--- src/verilog/sbf_pkg.sv ---
package sbf_pkg;

  // --------------------------------------------------------------------------
  // register word indexes (byte address = index * 4)
  // --------------------------------------------------------------------------
  localparam int IDX_W = 22;
  localparam logic [IDX_W-1:0] CONTROL_IDX = 22'h088380;
  localparam logic [IDX_W-1:0] DATA_CONTROL_IDX = 22'h088381;
  localparam logic [IDX_W-1:0] COMMAND_SLOT_IDX = 22'h088382;
  localparam logic [IDX_W-1:0] SERIAL_STATUS_IDX = 22'h088383;
  localparam logic [IDX_W-1:0] SERIAL_DATA_IDX = 22'h088384;

  // --------------------------------------------------------------------------
  // field positions
  // --------------------------------------------------------------------------
  localparam int CTL_ENABLE_BIT = 0;
  localparam int CTL_TXONLY_BIT = 1;
  localparam int CTL_PARITY_BIT = 2;
  localparam int DC_FC_LSB = 0;
  localparam int DC_RDSEL_BIT = 4;
  localparam int DC_LONG_BIT = 5;
  localparam int CMD_LEN_LSB = 0;
  localparam int ST_OVERRUN_BIT = 0;
  localparam int ST_ACTIVE_BIT = 1;
  localparam int ST_MODE_FAULT_FLAG_BIT = 2;
  localparam int ST_PARITY_BIT = 3;
  localparam int ST_TXEMPTY_BIT = 5;
  localparam int ST_RXFULL_BIT = 7;

  // --------------------------------------------------------------------------
  // reset values and frame lengths
  // --------------------------------------------------------------------------
  localparam logic [2:0] CONTROL_RST = 3'h0;
  localparam logic [1:0] FRAME_COUNT_RST = 2'h0;
  localparam logic [3:0] DATA_LENGTH_RST = 4'h7;
  localparam logic [3:0] LEN_CODE_MIN = 4'h4;
  localparam logic [3:0] LEN_CODE_WIDE = 4'h8;
  localparam logic [5:0] LEN_BYTE = 6'h08;
  localparam logic [5:0] LEN_20 = 6'h14;
  localparam logic [5:0] LEN_24 = 6'h18;
  localparam logic [5:0] LEN_32 = 6'h20;
  localparam logic [5:0] LEN_ONE = 6'h01;

endpackage

--- src/verilog/sbf_serial_unit.sv ---
// Our own choice: the Wishbone interface to the registers.
module sbf_serial_unit #(
  parameter int ADDR_W = 24,
  parameter int FRAME_DEPTH = 4
) (
  input wire logic core_clk, // system clock
  input wire logic rst, // async reset, active high
  input wire logic wb_cyc_i, // bus cycle
  input wire logic wb_stb_i, // bus strobe
  input wire logic wb_we_i, // write enable
  input wire logic [ADDR_W-1:0] wb_adr_i, // byte address
  input wire logic [3:0] wb_sel_i, // byte lanes
  input wire logic [31:0] wb_dat_i, // write data
  output logic [31:0] wb_dat_o, // read data
  output logic wb_ack_o, // acknowledge
  input wire logic sck_in, // serial clock from peer
  input wire logic mosi_in, // serial data in
  input wire logic ssel_n_in, // slave select, active low
  output logic miso_out, // serial data out
  output logic miso_oe, // serial data out enable
  output logic tx_empty_irq, // tx buffer empty request pulse
  output logic rx_full_irq // rx buffer full request pulse
);

  if (FRAME_DEPTH != 4 || ADDR_W < 24)
  begin
    $error("sbf_serial_unit: unsupported FRAME_DEPTH or ADDR_W");
  end

  // --------------------------------------------------------------------------
  // frame length from data length code
  // --------------------------------------------------------------------------
  function automatic logic [5:0] frame_len(input logic [3:0] code, input logic lw);
    logic [5:0] len;
    len = sbf_pkg::LEN_BYTE;
    if (lw && code < sbf_pkg::LEN_CODE_MIN)
    begin
      if (code == 4'h0)
        len = sbf_pkg::LEN_20;
      else if (code == 4'h1)
        len = sbf_pkg::LEN_24;
      else
        len = sbf_pkg::LEN_32;
    end
    else if (code >= sbf_pkg::LEN_CODE_WIDE)
    begin
      len = {2'h0, code} + sbf_pkg::LEN_ONE;
    end
    return len;
  endfunction

  // --------------------------------------------------------------------------
  // pin synchronisers
  // --------------------------------------------------------------------------
  logic sck_s1_r, sck_s2_r, sck_s3_r;
  logic mosi_s1_r, mosi_s2_r;
  logic ssel_n_s1_r, ssel_n_s2_r;

  always_ff @(posedge core_clk or posedge rst)
  begin
    if (rst)
    begin
      sck_s1_r <= 1'b0;
      sck_s2_r <= 1'b0;
      sck_s3_r <= 1'b0;
      mosi_s1_r <= 1'b0;
      mosi_s2_r <= 1'b0;
      ssel_n_s1_r <= 1'b1;
      ssel_n_s2_r <= 1'b1;
    end
    else
    begin
      sck_s1_r <= sck_in;
      sck_s2_r <= sck_s1_r;
      sck_s3_r <= sck_s2_r;
      mosi_s1_r <= mosi_in;
      mosi_s2_r <= mosi_s1_r;
      ssel_n_s1_r <= ssel_n_in;
      ssel_n_s2_r <= ssel_n_s1_r;
    end
  end

  // --------------------------------------------------------------------------
  // state declarations
  // --------------------------------------------------------------------------
  logic ack_r;
  logic [31:0] rdata_r;
  logic enable_r, txonly_r, parity_en_r;
  logic [1:0] frame_count_r;
  logic read_src_r, long_word_r;
  logic [3:0] data_length_r;
  logic overrun_r, mode_fault_flag_r, perr_r, tx_empty_r, rx_full_r;
  logic arm_ovr_r, arm_mode_fault_flag_r, arm_perr_r;
  logic [31:0] tx_buf [FRAME_DEPTH];
  logic [31:0] rx_buf [FRAME_DEPTH];
  logic [31:0] last_written_r;
  logic [1:0] tx_wr_ptr_r, tx_rd_ptr_r, rx_wr_ptr_r, rx_rd_ptr_r;
  logic shift_loaded_r;
  logic [31:0] shift_out_r, shift_in_r;
  logic [5:0] bit_cnt_r;
  logic miso_r, miso_oe_r, tx_irq_r, rx_irq_r;

  // --------------------------------------------------------------------------
  // decode and event terms
  // --------------------------------------------------------------------------
  logic req, wr_acc, rd_acc;
  logic [sbf_pkg::IDX_W-1:0] idx;
  logic hit_ctl, hit_dc, hit_cmd, hit_st, hit_data;
  logic [5:0] len;
  logic sck_rise, sck_fall, selected;
  logic tx_accept, tx_last_wr, load_go, load_last;
  logic [31:0] shift_in_nxt;
  logic frame_done, frame_abort, rx_store, rx_last, ovr_set, perr_set;
  logic data_rd, rx_rd_last, st_wr;

  assign req = wb_cyc_i & wb_stb_i & ~ack_r;
  assign wr_acc = req & wb_we_i;
  assign rd_acc = req & ~wb_we_i;
  assign idx = wb_adr_i[sbf_pkg::IDX_W+1:2];
  assign hit_ctl = idx == sbf_pkg::CONTROL_IDX;
  assign hit_dc = idx == sbf_pkg::DATA_CONTROL_IDX;
  assign hit_cmd = idx == sbf_pkg::COMMAND_SLOT_IDX;
  assign hit_st = idx == sbf_pkg::SERIAL_STATUS_IDX;
  assign hit_data = idx == sbf_pkg::SERIAL_DATA_IDX;
  assign len = frame_len(data_length_r, long_word_r);
  assign sck_rise = sck_s2_r & ~sck_s3_r;
  assign sck_fall = ~sck_s2_r & sck_s3_r;
  assign selected = enable_r & ~ssel_n_s2_r;
  // writes count only while the buffer is empty
  assign tx_accept = wr_acc & hit_data & (wb_sel_i != 4'h0) & tx_empty_r & enable_r;
  assign tx_last_wr = tx_accept & (tx_wr_ptr_r == frame_count_r);
  // frames move to the shifter only between frames
  assign load_go = enable_r & ~tx_empty_r & ~shift_loaded_r & (bit_cnt_r == 6'h00);
  assign load_last = load_go & (tx_rd_ptr_r == frame_count_r);
  assign shift_in_nxt = {shift_in_r[30:0], mosi_s2_r};
  assign frame_done = selected & sck_rise & (bit_cnt_r == len - sbf_pkg::LEN_ONE);
  assign frame_abort = ssel_n_s2_r & (bit_cnt_r != 6'h00);
  // store only while the buffer is not full and no overrun is flagged, in full duplex
  assign rx_store = frame_done & ~txonly_r & ~rx_full_r & ~overrun_r;
  // rx-full once the selected frame count is stored
  assign rx_last = rx_store & (rx_wr_ptr_r == frame_count_r);
  // unread data present, new frame is lost
  assign ovr_set = frame_done & ~txonly_r & rx_full_r;
  assign perr_set = frame_done & parity_en_r & ^shift_in_nxt;
  // data reads from the rx side only when selected
  assign data_rd = rd_acc & hit_data & ~read_src_r;
  assign rx_rd_last = data_rd & rx_full_r & (rx_rd_ptr_r == frame_count_r);
  assign st_wr = wr_acc & hit_st & wb_sel_i[0];

  // --------------------------------------------------------------------------
  // bus answer
  // --------------------------------------------------------------------------
  always_ff @(posedge core_clk or posedge rst)
  begin
    if (rst)
      ack_r <= 1'b0;
    else
      ack_r <= req;
  end

  always_ff @(posedge core_clk or posedge rst)
  begin
    if (rst)
      rdata_r <= 32'h0000_0000;
    else if (rd_acc)
    begin
      rdata_r <= 32'h0000_0000;
      if (hit_ctl)
      begin
        rdata_r[sbf_pkg::CTL_ENABLE_BIT] <= enable_r;
        rdata_r[sbf_pkg::CTL_TXONLY_BIT] <= txonly_r;
        rdata_r[sbf_pkg::CTL_PARITY_BIT] <= parity_en_r;
      end
      else if (hit_dc)
      begin
        rdata_r[sbf_pkg::DC_FC_LSB+:2] <= frame_count_r;
        rdata_r[sbf_pkg::DC_RDSEL_BIT] <= read_src_r;
        rdata_r[sbf_pkg::DC_LONG_BIT] <= long_word_r;
      end
      else if (hit_cmd)
        rdata_r[sbf_pkg::CMD_LEN_LSB+:4] <= data_length_r;
      else if (hit_st)
      begin
        // status layout, b4 and b6 stay zero
        rdata_r[sbf_pkg::ST_OVERRUN_BIT] <= overrun_r;
        rdata_r[sbf_pkg::ST_ACTIVE_BIT] <= ~ssel_n_s2_r | (bit_cnt_r != 6'h00);
        rdata_r[sbf_pkg::ST_MODE_FAULT_FLAG_BIT] <= mode_fault_flag_r;
        rdata_r[sbf_pkg::ST_PARITY_BIT] <= perr_r;
        rdata_r[sbf_pkg::ST_TXEMPTY_BIT] <= tx_empty_r;
        rdata_r[sbf_pkg::ST_RXFULL_BIT] <= rx_full_r;
      end
      else if (hit_data)
      begin
        if (!read_src_r)
          rdata_r <= rx_buf[rx_rd_ptr_r];
        // tx read-back is zero while a transfer is pending
        else if (tx_empty_r)
          rdata_r <= last_written_r;
      end
    end
  end

  // --------------------------------------------------------------------------
  // control registers
  // --------------------------------------------------------------------------
  always_ff @(posedge core_clk or posedge rst)
  begin
    if (rst)
    begin
      {parity_en_r, txonly_r, enable_r} <= sbf_pkg::CONTROL_RST;
      frame_count_r <= sbf_pkg::FRAME_COUNT_RST;
      read_src_r <= 1'b0;
      long_word_r <= 1'b0;
      data_length_r <= sbf_pkg::DATA_LENGTH_RST;
    end
    else if (wr_acc && wb_sel_i[0])
    begin
      if (hit_ctl)
      begin
        enable_r <= wb_dat_i[sbf_pkg::CTL_ENABLE_BIT];
        txonly_r <= wb_dat_i[sbf_pkg::CTL_TXONLY_BIT];
        parity_en_r <= wb_dat_i[sbf_pkg::CTL_PARITY_BIT];
      end
      if (hit_dc)
      begin
        // up to four frames per activation
        frame_count_r <= wb_dat_i[sbf_pkg::DC_FC_LSB+:2];
        read_src_r <= wb_dat_i[sbf_pkg::DC_RDSEL_BIT];
        long_word_r <= wb_dat_i[sbf_pkg::DC_LONG_BIT];
      end
      if (hit_cmd)
        data_length_r <= wb_dat_i[sbf_pkg::CMD_LEN_LSB+:4];
    end
  end

  // --------------------------------------------------------------------------
  // software-cleared error flags
  // --------------------------------------------------------------------------
  always_ff @(posedge core_clk or posedge rst)
  begin
    if (rst)
    begin
      arm_ovr_r <= 1'b0;
      arm_mode_fault_flag_r <= 1'b0;
      arm_perr_r <= 1'b0;
    end
    else if (rd_acc && hit_st)
    begin
      arm_ovr_r <= overrun_r;
      arm_mode_fault_flag_r <= mode_fault_flag_r;
      arm_perr_r <= perr_r;
    end
    else if (st_wr)
    begin
      arm_ovr_r <= 1'b0;
      arm_mode_fault_flag_r <= 1'b0;
      arm_perr_r <= 1'b0;
    end
  end

  always_ff @(posedge core_clk or posedge rst)
  begin
    if (rst)
    begin
      overrun_r <= 1'b0;
      mode_fault_flag_r <= 1'b0;
      perr_r <= 1'b0;
    end
    else
    begin
      // hardware set beats a clear in the same cycle
      if (ovr_set)
        overrun_r <= 1'b1;
      // clear needs a 0 written after reading 1
      else if (st_wr && arm_ovr_r && !wb_dat_i[sbf_pkg::ST_OVERRUN_BIT])
        overrun_r <= 1'b0;
      if (frame_abort)
        mode_fault_flag_r <= 1'b1;
      else if (st_wr && arm_mode_fault_flag_r && !wb_dat_i[sbf_pkg::ST_MODE_FAULT_FLAG_BIT])
        mode_fault_flag_r <= 1'b0;
      if (perr_set)
        perr_r <= 1'b1;
      else if (st_wr && arm_perr_r && !wb_dat_i[sbf_pkg::ST_PARITY_BIT])
        perr_r <= 1'b0;
    end
  end

  // --------------------------------------------------------------------------
  // buffer flags (writes to b5 and b7 have no effect)
  // --------------------------------------------------------------------------
  always_ff @(posedge core_clk or posedge rst)
  begin
    if (rst)
      tx_empty_r <= 1'b1;
    // disabled unit shows an empty buffer
    else if (!enable_r)
      tx_empty_r <= 1'b1;
    // last frame moved into the shifter
    else if (load_last)
      tx_empty_r <= 1'b1;
    else if (tx_last_wr)
      tx_empty_r <= 1'b0;
  end

  always_ff @(posedge core_clk or posedge rst)
  begin
    if (rst)
      rx_full_r <= 1'b0;
    // rx_last already excludes the overrun state
    else if (rx_last)
      rx_full_r <= 1'b1;
    // cleared after the last frame is read
    else if (rx_rd_last)
      rx_full_r <= 1'b0;
  end

  // --------------------------------------------------------------------------
  // transmit buffer
  // --------------------------------------------------------------------------
  always_ff @(posedge core_clk)
  begin
    if (tx_accept)
      tx_buf[tx_wr_ptr_r] <= wb_dat_i;
  end

  always_ff @(posedge core_clk or posedge rst)
  begin
    if (rst)
    begin
      tx_wr_ptr_r <= 2'h0;
      last_written_r <= 32'h0000_0000;
    end
    else
    begin
      if (!enable_r || tx_last_wr)
        tx_wr_ptr_r <= 2'h0;
      else if (tx_accept)
        tx_wr_ptr_r <= tx_wr_ptr_r + 2'h1;
      // last accepted word, the final frame of a batch included
      if (tx_accept)
        last_written_r <= wb_dat_i;
    end
  end

  always_ff @(posedge core_clk or posedge rst)
  begin
    if (rst)
      tx_rd_ptr_r <= 2'h0;
    else if (!enable_r || load_last)
      tx_rd_ptr_r <= 2'h0;
    else if (load_go)
      tx_rd_ptr_r <= tx_rd_ptr_r + 2'h1;
  end

  // --------------------------------------------------------------------------
  // shift engine, sampled serial clock, msb first
  // --------------------------------------------------------------------------
  always_ff @(posedge core_clk or posedge rst)
  begin
    if (rst)
      shift_loaded_r <= 1'b0;
    else if (!enable_r || frame_done)
      shift_loaded_r <= 1'b0;
    else if (load_go)
      shift_loaded_r <= 1'b1;
  end

  always_ff @(posedge core_clk or posedge rst)
  begin
    if (rst)
      shift_out_r <= 32'h0000_0000;
    else if (load_go)
      shift_out_r <= tx_buf[tx_rd_ptr_r] << (sbf_pkg::LEN_32 - len);
    // trailing fall of a frame must not push out the next frame's first bit
    else if (selected && sck_fall && bit_cnt_r != 6'h00)
      shift_out_r <= {shift_out_r[30:0], 1'b0};
  end

  always_ff @(posedge core_clk or posedge rst)
  begin
    if (rst)
    begin
      bit_cnt_r <= 6'h00;
      shift_in_r <= 32'h0000_0000;
    end
    else if (!selected || frame_done)
    begin
      bit_cnt_r <= 6'h00;
      shift_in_r <= 32'h0000_0000;
    end
    else if (sck_rise)
    begin
      bit_cnt_r <= bit_cnt_r + sbf_pkg::LEN_ONE;
      shift_in_r <= shift_in_nxt;
    end
  end

  // --------------------------------------------------------------------------
  // receive buffer
  // --------------------------------------------------------------------------
  always_ff @(posedge core_clk)
  begin
    if (rx_store)
      rx_buf[rx_wr_ptr_r] <= shift_in_nxt;
  end

  always_ff @(posedge core_clk or posedge rst)
  begin
    if (rst)
      rx_wr_ptr_r <= 2'h0;
    else if (rx_last)
      rx_wr_ptr_r <= 2'h0;
    else if (rx_store)
      rx_wr_ptr_r <= rx_wr_ptr_r + 2'h1;
  end

  always_ff @(posedge core_clk or posedge rst)
  begin
    if (rst)
      rx_rd_ptr_r <= 2'h0;
    else if (rx_rd_last)
      rx_rd_ptr_r <= 2'h0;
    else if (data_rd && rx_full_r)
      rx_rd_ptr_r <= rx_rd_ptr_r + 2'h1;
  end

  // --------------------------------------------------------------------------
  // registered outputs
  // --------------------------------------------------------------------------
  always_ff @(posedge core_clk or posedge rst)
  begin
    if (rst)
    begin
      miso_r <= 1'b0;
      miso_oe_r <= 1'b0;
      tx_irq_r <= 1'b0;
      rx_irq_r <= 1'b0;
    end
    else
    begin
      miso_r <= shift_out_r[31];
      miso_oe_r <= selected;
      // empty request with the flag set
      tx_irq_r <= load_last & enable_r;
      // full request with the flag set
      rx_irq_r <= rx_last;
    end
  end

  assign wb_ack_o = ack_r;
  assign wb_dat_o = rdata_r;
  assign miso_out = miso_r;
  assign miso_oe = miso_oe_r;
  assign tx_empty_irq = tx_irq_r;
  assign rx_full_irq = rx_irq_r;

endmodule
--- config.mk ---
export PLATFORM = sky130hd
export DESIGN_NAME = sbf_serial_unit
export DESIGN_NICKNAME = d
export VERILOG_FILES = /design/src/verilog/sbf_pkg.sv /design/src/verilog/sbf_serial_unit.sv
export SDC_FILE = /design/constraint.sdc
export NUM_CORES = 1
export LEC_CHECK = 0
export BUFFER_PORTS_ARGS = -buffer_cell sky130_fd_sc_hd__buf_2
export CORE_MARGIN = 3
export CORE_UTILIZATION = 45
export DETAILED_ROUTE_END_ITERATION = 10
export GPL_ROUTABILITY_DRIVEN = 0
export GPL_TIMING_DRIVEN = 1
export PLACE_DENSITY = 0.74
export SLEW_MARGIN = 20
export SYNTH_ARGS = -nofsm -noshare
export SYNTH_HDL_FRONTEND = slang
export SYNTH_SLANG_ARGS = --single-unit
--- constraint.sdc ---
create_clock -name core_clk -period 5.85 [get_ports core_clk]
set_input_delay 1.17 -clock core_clk [delete_from_list [all_inputs] [get_ports core_clk]]
set_output_delay 1.17 -clock core_clk [all_outputs]
set_load 0.005 [all_outputs]
* Word level (Yosys, flattened, before mapping)
Memories as Yosys holds them, arrays and structs flattened.
Cells that the tools add are included.
W data, S select, Z words.
** Cells by class
- Reduce and logical (&&, ||, !) cells :: 41
- Equality and inequality tests :: 12
- Mux-type cells :: 56
- Multiply operators :: 0
- $lt $le $gt $ge :: 2
- Bitwise gates (word level) :: 45
- Add/sub/neg operators :: 8
- Divide/modulo/power cells :: 0
- Shift operators :: 1
** Operator list (count)
- $mux W32 :: 5
- $eq A22 B20 Y1 const B :: 5
- $mux W31 :: 2
- $and A1 B1 Y1 :: 33
- $reduce_xor A32 Y1 :: 1
- $shl A32 B6 Y32 :: 1
- $mux W6 :: 5
- $mux W29 :: 1
- $mux W28 :: 1
- $mux W26 :: 1
- $mux W1 :: 25
- $mux W24 :: 1
- $reduce_bool A2 Y1 :: 12
- $mux W2 :: 11
- $logic_and A1 B1 Y1 :: 12
- $not A1 Y1 :: 11
- $add A2 B1 Y2 const B :: 4
- $eq A2 B2 Y1 :: 4
- $mux W4 :: 2
- $add A6 B1 Y6 const B :: 1
- $eq A6 B6 Y1 :: 1
- $logic_not A6 Y1 :: 1
- $reduce_and A2 Y1 :: 3
- $reduce_bool A6 Y1 :: 1
- other kinds (14) :: 21
** Word-level totals
- Latch bits :: 0
- Memories :: 2
- Memory bits (read-only) :: 0
- Word-level logic and storage cells :: 204
- Input port bits :: 68
- Output and inout port bits :: 37
- Bits in registers :: 173
- RAM bits :: 256
** Memory list
- rx_buf :: depth 4, bits a word 32, rd ports 1, clocked after memory_dff 0, wr ports 1, line sbf_serial_unit.sv:95 : logic [31:0] rx_buf [FRAME_DEPTH];
- tx_buf :: depth 4, bits a word 32, rd ports 1, clocked after memory_dff 0, wr ports 1, line sbf_serial_unit.sv:94 : logic [31:0] tx_buf [FRAME_DEPTH];

* Longest topological paths before layout
- Word-level depth :: 12
- Gate-level depth with buffers :: 14
- Depth with buffers taken out :: 11

* Least setup slack after synthesis
No wires, ideal clock.
- Path kind :: input to register
- From :: in wb_adr_i[18]
- To :: mem tx_buf[0][0] (enable)
- Arrival time :: 3.583 ns
- Stages on the path :: 7
- Buffers on the path :: 1
- Setup time :: 0.392 ns
- Required time :: 5.458 ns
- Setup slack :: 1.875 ns
- Cells stage by stage :: nor4b_1 -> nand4_1 -> nor4_2 -> nand2_1 -> nor3_4 -> buf_6 -> and2_1
** On the way
- Word-level cells in the longest chain between the ends :: 7
** Ends and longest elaborated chain
- start: declaration :: line sbf_serial_unit.sv:11 : input wire logic [ADDR_W-1:0] wb_adr_i,
- $eq A22 B20 Y1 :: line sbf_serial_unit.sv:124 : assign hit_data = idx == sbf_pkg::SERIAL_DATA_IDX;
- $and A1 B1 Y1 (4 in a row) :: line sbf_serial_unit.sv:130 : assign tx_accept = wr_acc & hit_data & (wb_sel_i != 4'h0) & tx_empty_r & enable_r;
- $mux W1 :: line sbf_serial_unit.sv:322 : if (tx_accept)
- $mux W1 (not written as such) :: line sbf_serial_unit.sv:323 : tx_buf[tx_wr_ptr_r] <= wb_dat_i;
- end: declaration :: line sbf_serial_unit.sv:94
No other way between the ends.

* Worst setup path in the final report
- From :: reg data_length_r[0]
- To :: mem rx_buf[3][17] (enable)
** On the way
- Word-level cells in the longest chain between the ends :: 12
- Elaborated cells on any way between the ends :: 18
- Classes of those cells :: add/sub (2); order compare (2); eq/ne (2); mux (6); bitwise (4); reduce/logical (2)
** Ends and longest elaborated chain
- start: declaration :: line sbf_serial_unit.sv:91 : logic [3:0] data_length_r;
- start signal: assignment :: line sbf_serial_unit.sv:214 : data_length_r <= sbf_pkg::DATA_LENGTH_RST;
- start signal: assignment :: line sbf_serial_unit.sv:232 : data_length_r <= wb_dat_i[sbf_pkg::CMD_LEN_LSB+:4];
- branches (longest 3 deep; another with $add A4 B1 Y5)
- $mux W6 * :: line sbf_serial_unit.sv:36 : if (lw && code < sbf_pkg::LEN_CODE_MIN)
- $sub A6 B1 Y6 * :: line sbf_serial_unit.sv:136 : assign frame_done = selected & sck_rise & (bit_cnt_r == len - sbf_pkg::LEN_ONE);
- $eq A6 B6 Y1 * :: line sbf_serial_unit.sv:136
- $and A1 B1 Y1 * :: line sbf_serial_unit.sv:136
- $and A1 B1 Y1 * (3 in a row) :: line sbf_serial_unit.sv:139 : assign rx_store = frame_done & ~txonly_r & ~rx_full_r & ~overrun_r;
- $mux W1 * :: line sbf_serial_unit.sv:403 : if (rx_store)
- $mux W1 (not written as such) * :: line sbf_serial_unit.sv:404 : rx_buf[rx_wr_ptr_r] <= shift_in_nxt;
- end: declaration :: line sbf_serial_unit.sv:95
Mark *: on every way between the ends.

==> impl_metrics.env <==
export IMPL_outcome="completed"
export IMPL_cts_tree="done"
export IMPL_netlist_instances=1408
export IMPL_ys_warn_count=0
export IMPL_ys_seq_area_frac=0.6161
export IMPL_htreeDepth=2
export IMPL_die_height_um=214.3
export IMPL_routed_wl_um=44940
export IMPL_fmax_mhz=233.5
export IMPL_startpoint_type="flip-flop"
export IMPL_finalMaxSlewViolations=0
export IMPL_worst_path_max_fanout=44
export IMPL_area_growth_pct=12.12
export IMPL_antenna_found_initial=2
export IMPL_grt_use_total=0.1944
export IMPL_worstSetupPathType="flip-flop to flip-flop"
export IMPL_synth_compound_area_frac=0.07950
export IMPL_ant_nets=0
export IMPL_grt_pass1_wl_um=70290
export IMPL_critPathCaptureType="flip-flop"
export IMPL_postCtsHoldBufs=0
export IMPL_finalHoldViolCount=0
export IMPL_synth_top_family_by_area="multiplexers"
export IMPL_drt_pass1_iter_count=5
export IMPL_arrival_ns=4.48
export IMPL_required_ns=6.05
export IMPL_cts_setup_buffers=0
export IMPL_hpwl_um=29720
export IMPL_route_vias_total=12030
export IMPL_cap_viol_max_count=0
export IMPL_ir_worst_vdd_v=0.0002358
export IMPL_grt_pass1_vias=12130
export IMPL_final_setup_worst_slack_ns=1.567
export IMPL_numCtsBuffers=43
export IMPL_skew_ns=0.01704
export IMPL_synth_seq_cells=429
export IMPL_rsz0062_at_grt="false"
export IMPL_nets=1574
export IMPL_wl_per_cell_um=21.35
export IMPL_cts_sinks=429
export IMPL_synth_edf_count=256
export IMPL_syn_area_per_cell_um2=13.86
export IMPL_portBuffers=102
export IMPL_final_cell_area_mm2=0.02188
export IMPL_avgViaCountPerCell=5.714
export IMPL_grt_max_degree=132
export IMPL_power_density_mw_per_mm2=271.6
export IMPL_core_rowCount=75
export IMPL_drc=0
export IMPL_synth_xor_area_share=0.02584
export IMPL_synth_fa_ha_area_frac=0.008976
export IMPL_finalSetupTns_ns=0
export IMPL_regArea_mm2=0.01203
export IMPL_coreArea_mm2=0.04242
export IMPL_yosys_area_share_simple=0.08290
export IMPL_multi_input_area_mm2=0.006987
export IMPL_synthMuxAreaShare=0.1602
export IMPL_overflow=0
export IMPL_yosysTopAreaCell="edfxtp_1"
export IMPL_nFillCells=3583
export IMPL_netlist_area_mm2=0.01952
export IMPL_initial_core_util=0.4601
export IMPL_clockRootBuffer="clkbuf_16"
export IMPL_hold_path_class="flip-flop to flip-flop"
export IMPL_ioPinCount=105
export IMPL_clk_pin_slew_ns=0.06
export IMPL_ys_types=77
export IMPL_die_area_mm2=0.04591
export IMPL_clk_latency_ns=0.57
export IMPL_whs_ns=0.3608
export IMPL_fin_crit_sh=0.7321
export IMPL_pre_cts_slack_ns=1.459
export IMPL_synth_top_area_frac=0.3939
export IMPL_reg2reg_slack_ns=1.57
export IMPL_cts_resized=0
export IMPL_drtIter0Drc=1082
export IMPL_synth_area_leaders="edfxtp_1 (39%), dfrtp_1 (21%), mux4_2 (7.2%), mux2i_1 (5.3%), mux2_2 (3.5%)"
export IMPL_slew_headroom=0.2733
export IMPL_clockBufferDepth=3
export IMPL_drive_gt1_frac=0.2261
export IMPL_period_minus_slack_ns=4.283
export IMPL_syn_nets=1490
export IMPL_setup_viol=0
export IMPL_dpl_cell_area_mm2=0.02053
export IMPL_synthArstFlopShare=0.4033
export IMPL_synth_ff_type="edfxtp_1"
export IMPL_die_w_um=214.3
export IMPL_power_leakage_nw=8.040
export IMPL_tightest_slew_ns=1.090
[sequential cells by signal, indices dropped and copies added, names as in the netlist, 2 cells and up]
| signal | cells |
|---|---|
| bit_cnt_r | 6 |
| data_length_r | 4 |
| frame_count_r | 2 |
| last_written_r | 32 |
| rx_buf | 128 |
| rx_rd_ptr_r | 2 |
| rx_wr_ptr_r | 2 |
| shift_in_r | 31 |
| shift_out_r | 32 |
| tx_buf | 128 |
| tx_rd_ptr_r | 2 |
| tx_wr_ptr_r | 2 |
| wb_dat_o | 32 |
[cell type report]
class,count,area share
diodes,2,0.0002287
clock buffers,54,0.05198
clock inverters,25,0.009549
inverters,19,0.003602
multi-input cells,870,0.3193
flip-flops and latches,429,0.5497
well taps,577,0.03299
repair buffers,129,0.03259
[worst paths after layout]
kind                                  start                  to  cells after the start
setup / recovery           data_length_r[0]       rx_buf[3][17]                      9
hold / removal                    mosi_s1_r           mosi_s2_r                      0
setup reg to reg           data_length_r[0]       rx_buf[3][17]                      9
hold reg to reg                   mosi_s1_r           mosi_s2_r                      0
max in group asynchronous               rst  last_written_r[31]                      3
min in group asynchronous               rst         rx_full_irq                      2
[routing by layer]
metal / vias to the layer above / GRT usage / wire length [um]
met1: 6042 / 0.2571 / 18410
met2: 398 / 0.3293 / 22320
met5: - / 0 / 11
li1: 5493 / - / -
met3: 93 / 0.03188 / 2929
met4: 2 / 0.06587 / 1279
[where the power goes]
group,switching [mW],internal (mW),leakage (nW)
combinational,0.0710,0.0237,2.96
clock,1.16,1.48,0.659
sequential,0.00420,3.20,4.42
[critical path, cell delays in order (launching register included)]
cell,delay [ns]
dfstp_2,0.60
and2b_4,0.23
inv_2,0.60
ha_1,0.47
xnor3_1,0.37
nor3_1,0.33
nand3_1,0.26
nor4_2,0.38
and2_1,0.22
buf_4,0.43
[synth_stat cells (29+ instances only)]
cell / instances
nand2_1: 168
mux4_2: 62
o21ai_0: 38
edfxtp_1: 256
clkbuf_1: 48
nor2_1: 44
mux2i_1: 104
a22oi_1: 34
dfrtp_1: 167
xnor2_1: 38
mux2_2: 60
nand3_1: 29
a21oi_1: 70
[per-stage QoR]
stage	std cells	total power, mW	utilization
after floorplan	1408	3.303	-
after global placement	2024	3.362	0.4840
after detailed placement	2024	3.365	0.4840
after CTS	2103	6.000	0.5158
after global routing	2103	6.127	0.5158
final	2105	5.943	0.5159
[cells by family after synthesis]
family / Yosys count
DFF: 429
and+or+nand+nor: 341
AOI/OAI and AO/OA: 236
muxes: 227
buffers and inverters: 109
xor gates and xnor gates: 52
adders and majority gates: 14
[cell usage in the layout (no fill, tap or decap), types with 24 or more instances in the layout]
master and n:
a21oi_1 70, a22oi_1 34, and3_1 24, buf_2 102, buf_4 27, clkbuf_16 43
dfrtp_1 165, edfxtp_1 256, mux2_2 60, mux2i_1 104, mux4_2 62, nand2_1 168
nand3_1 29, nor2_1 44, o21ai_0 38, o31ai_1 28, xnor2_1 38
Note: power is estimated with default switching activity, not from simulation.
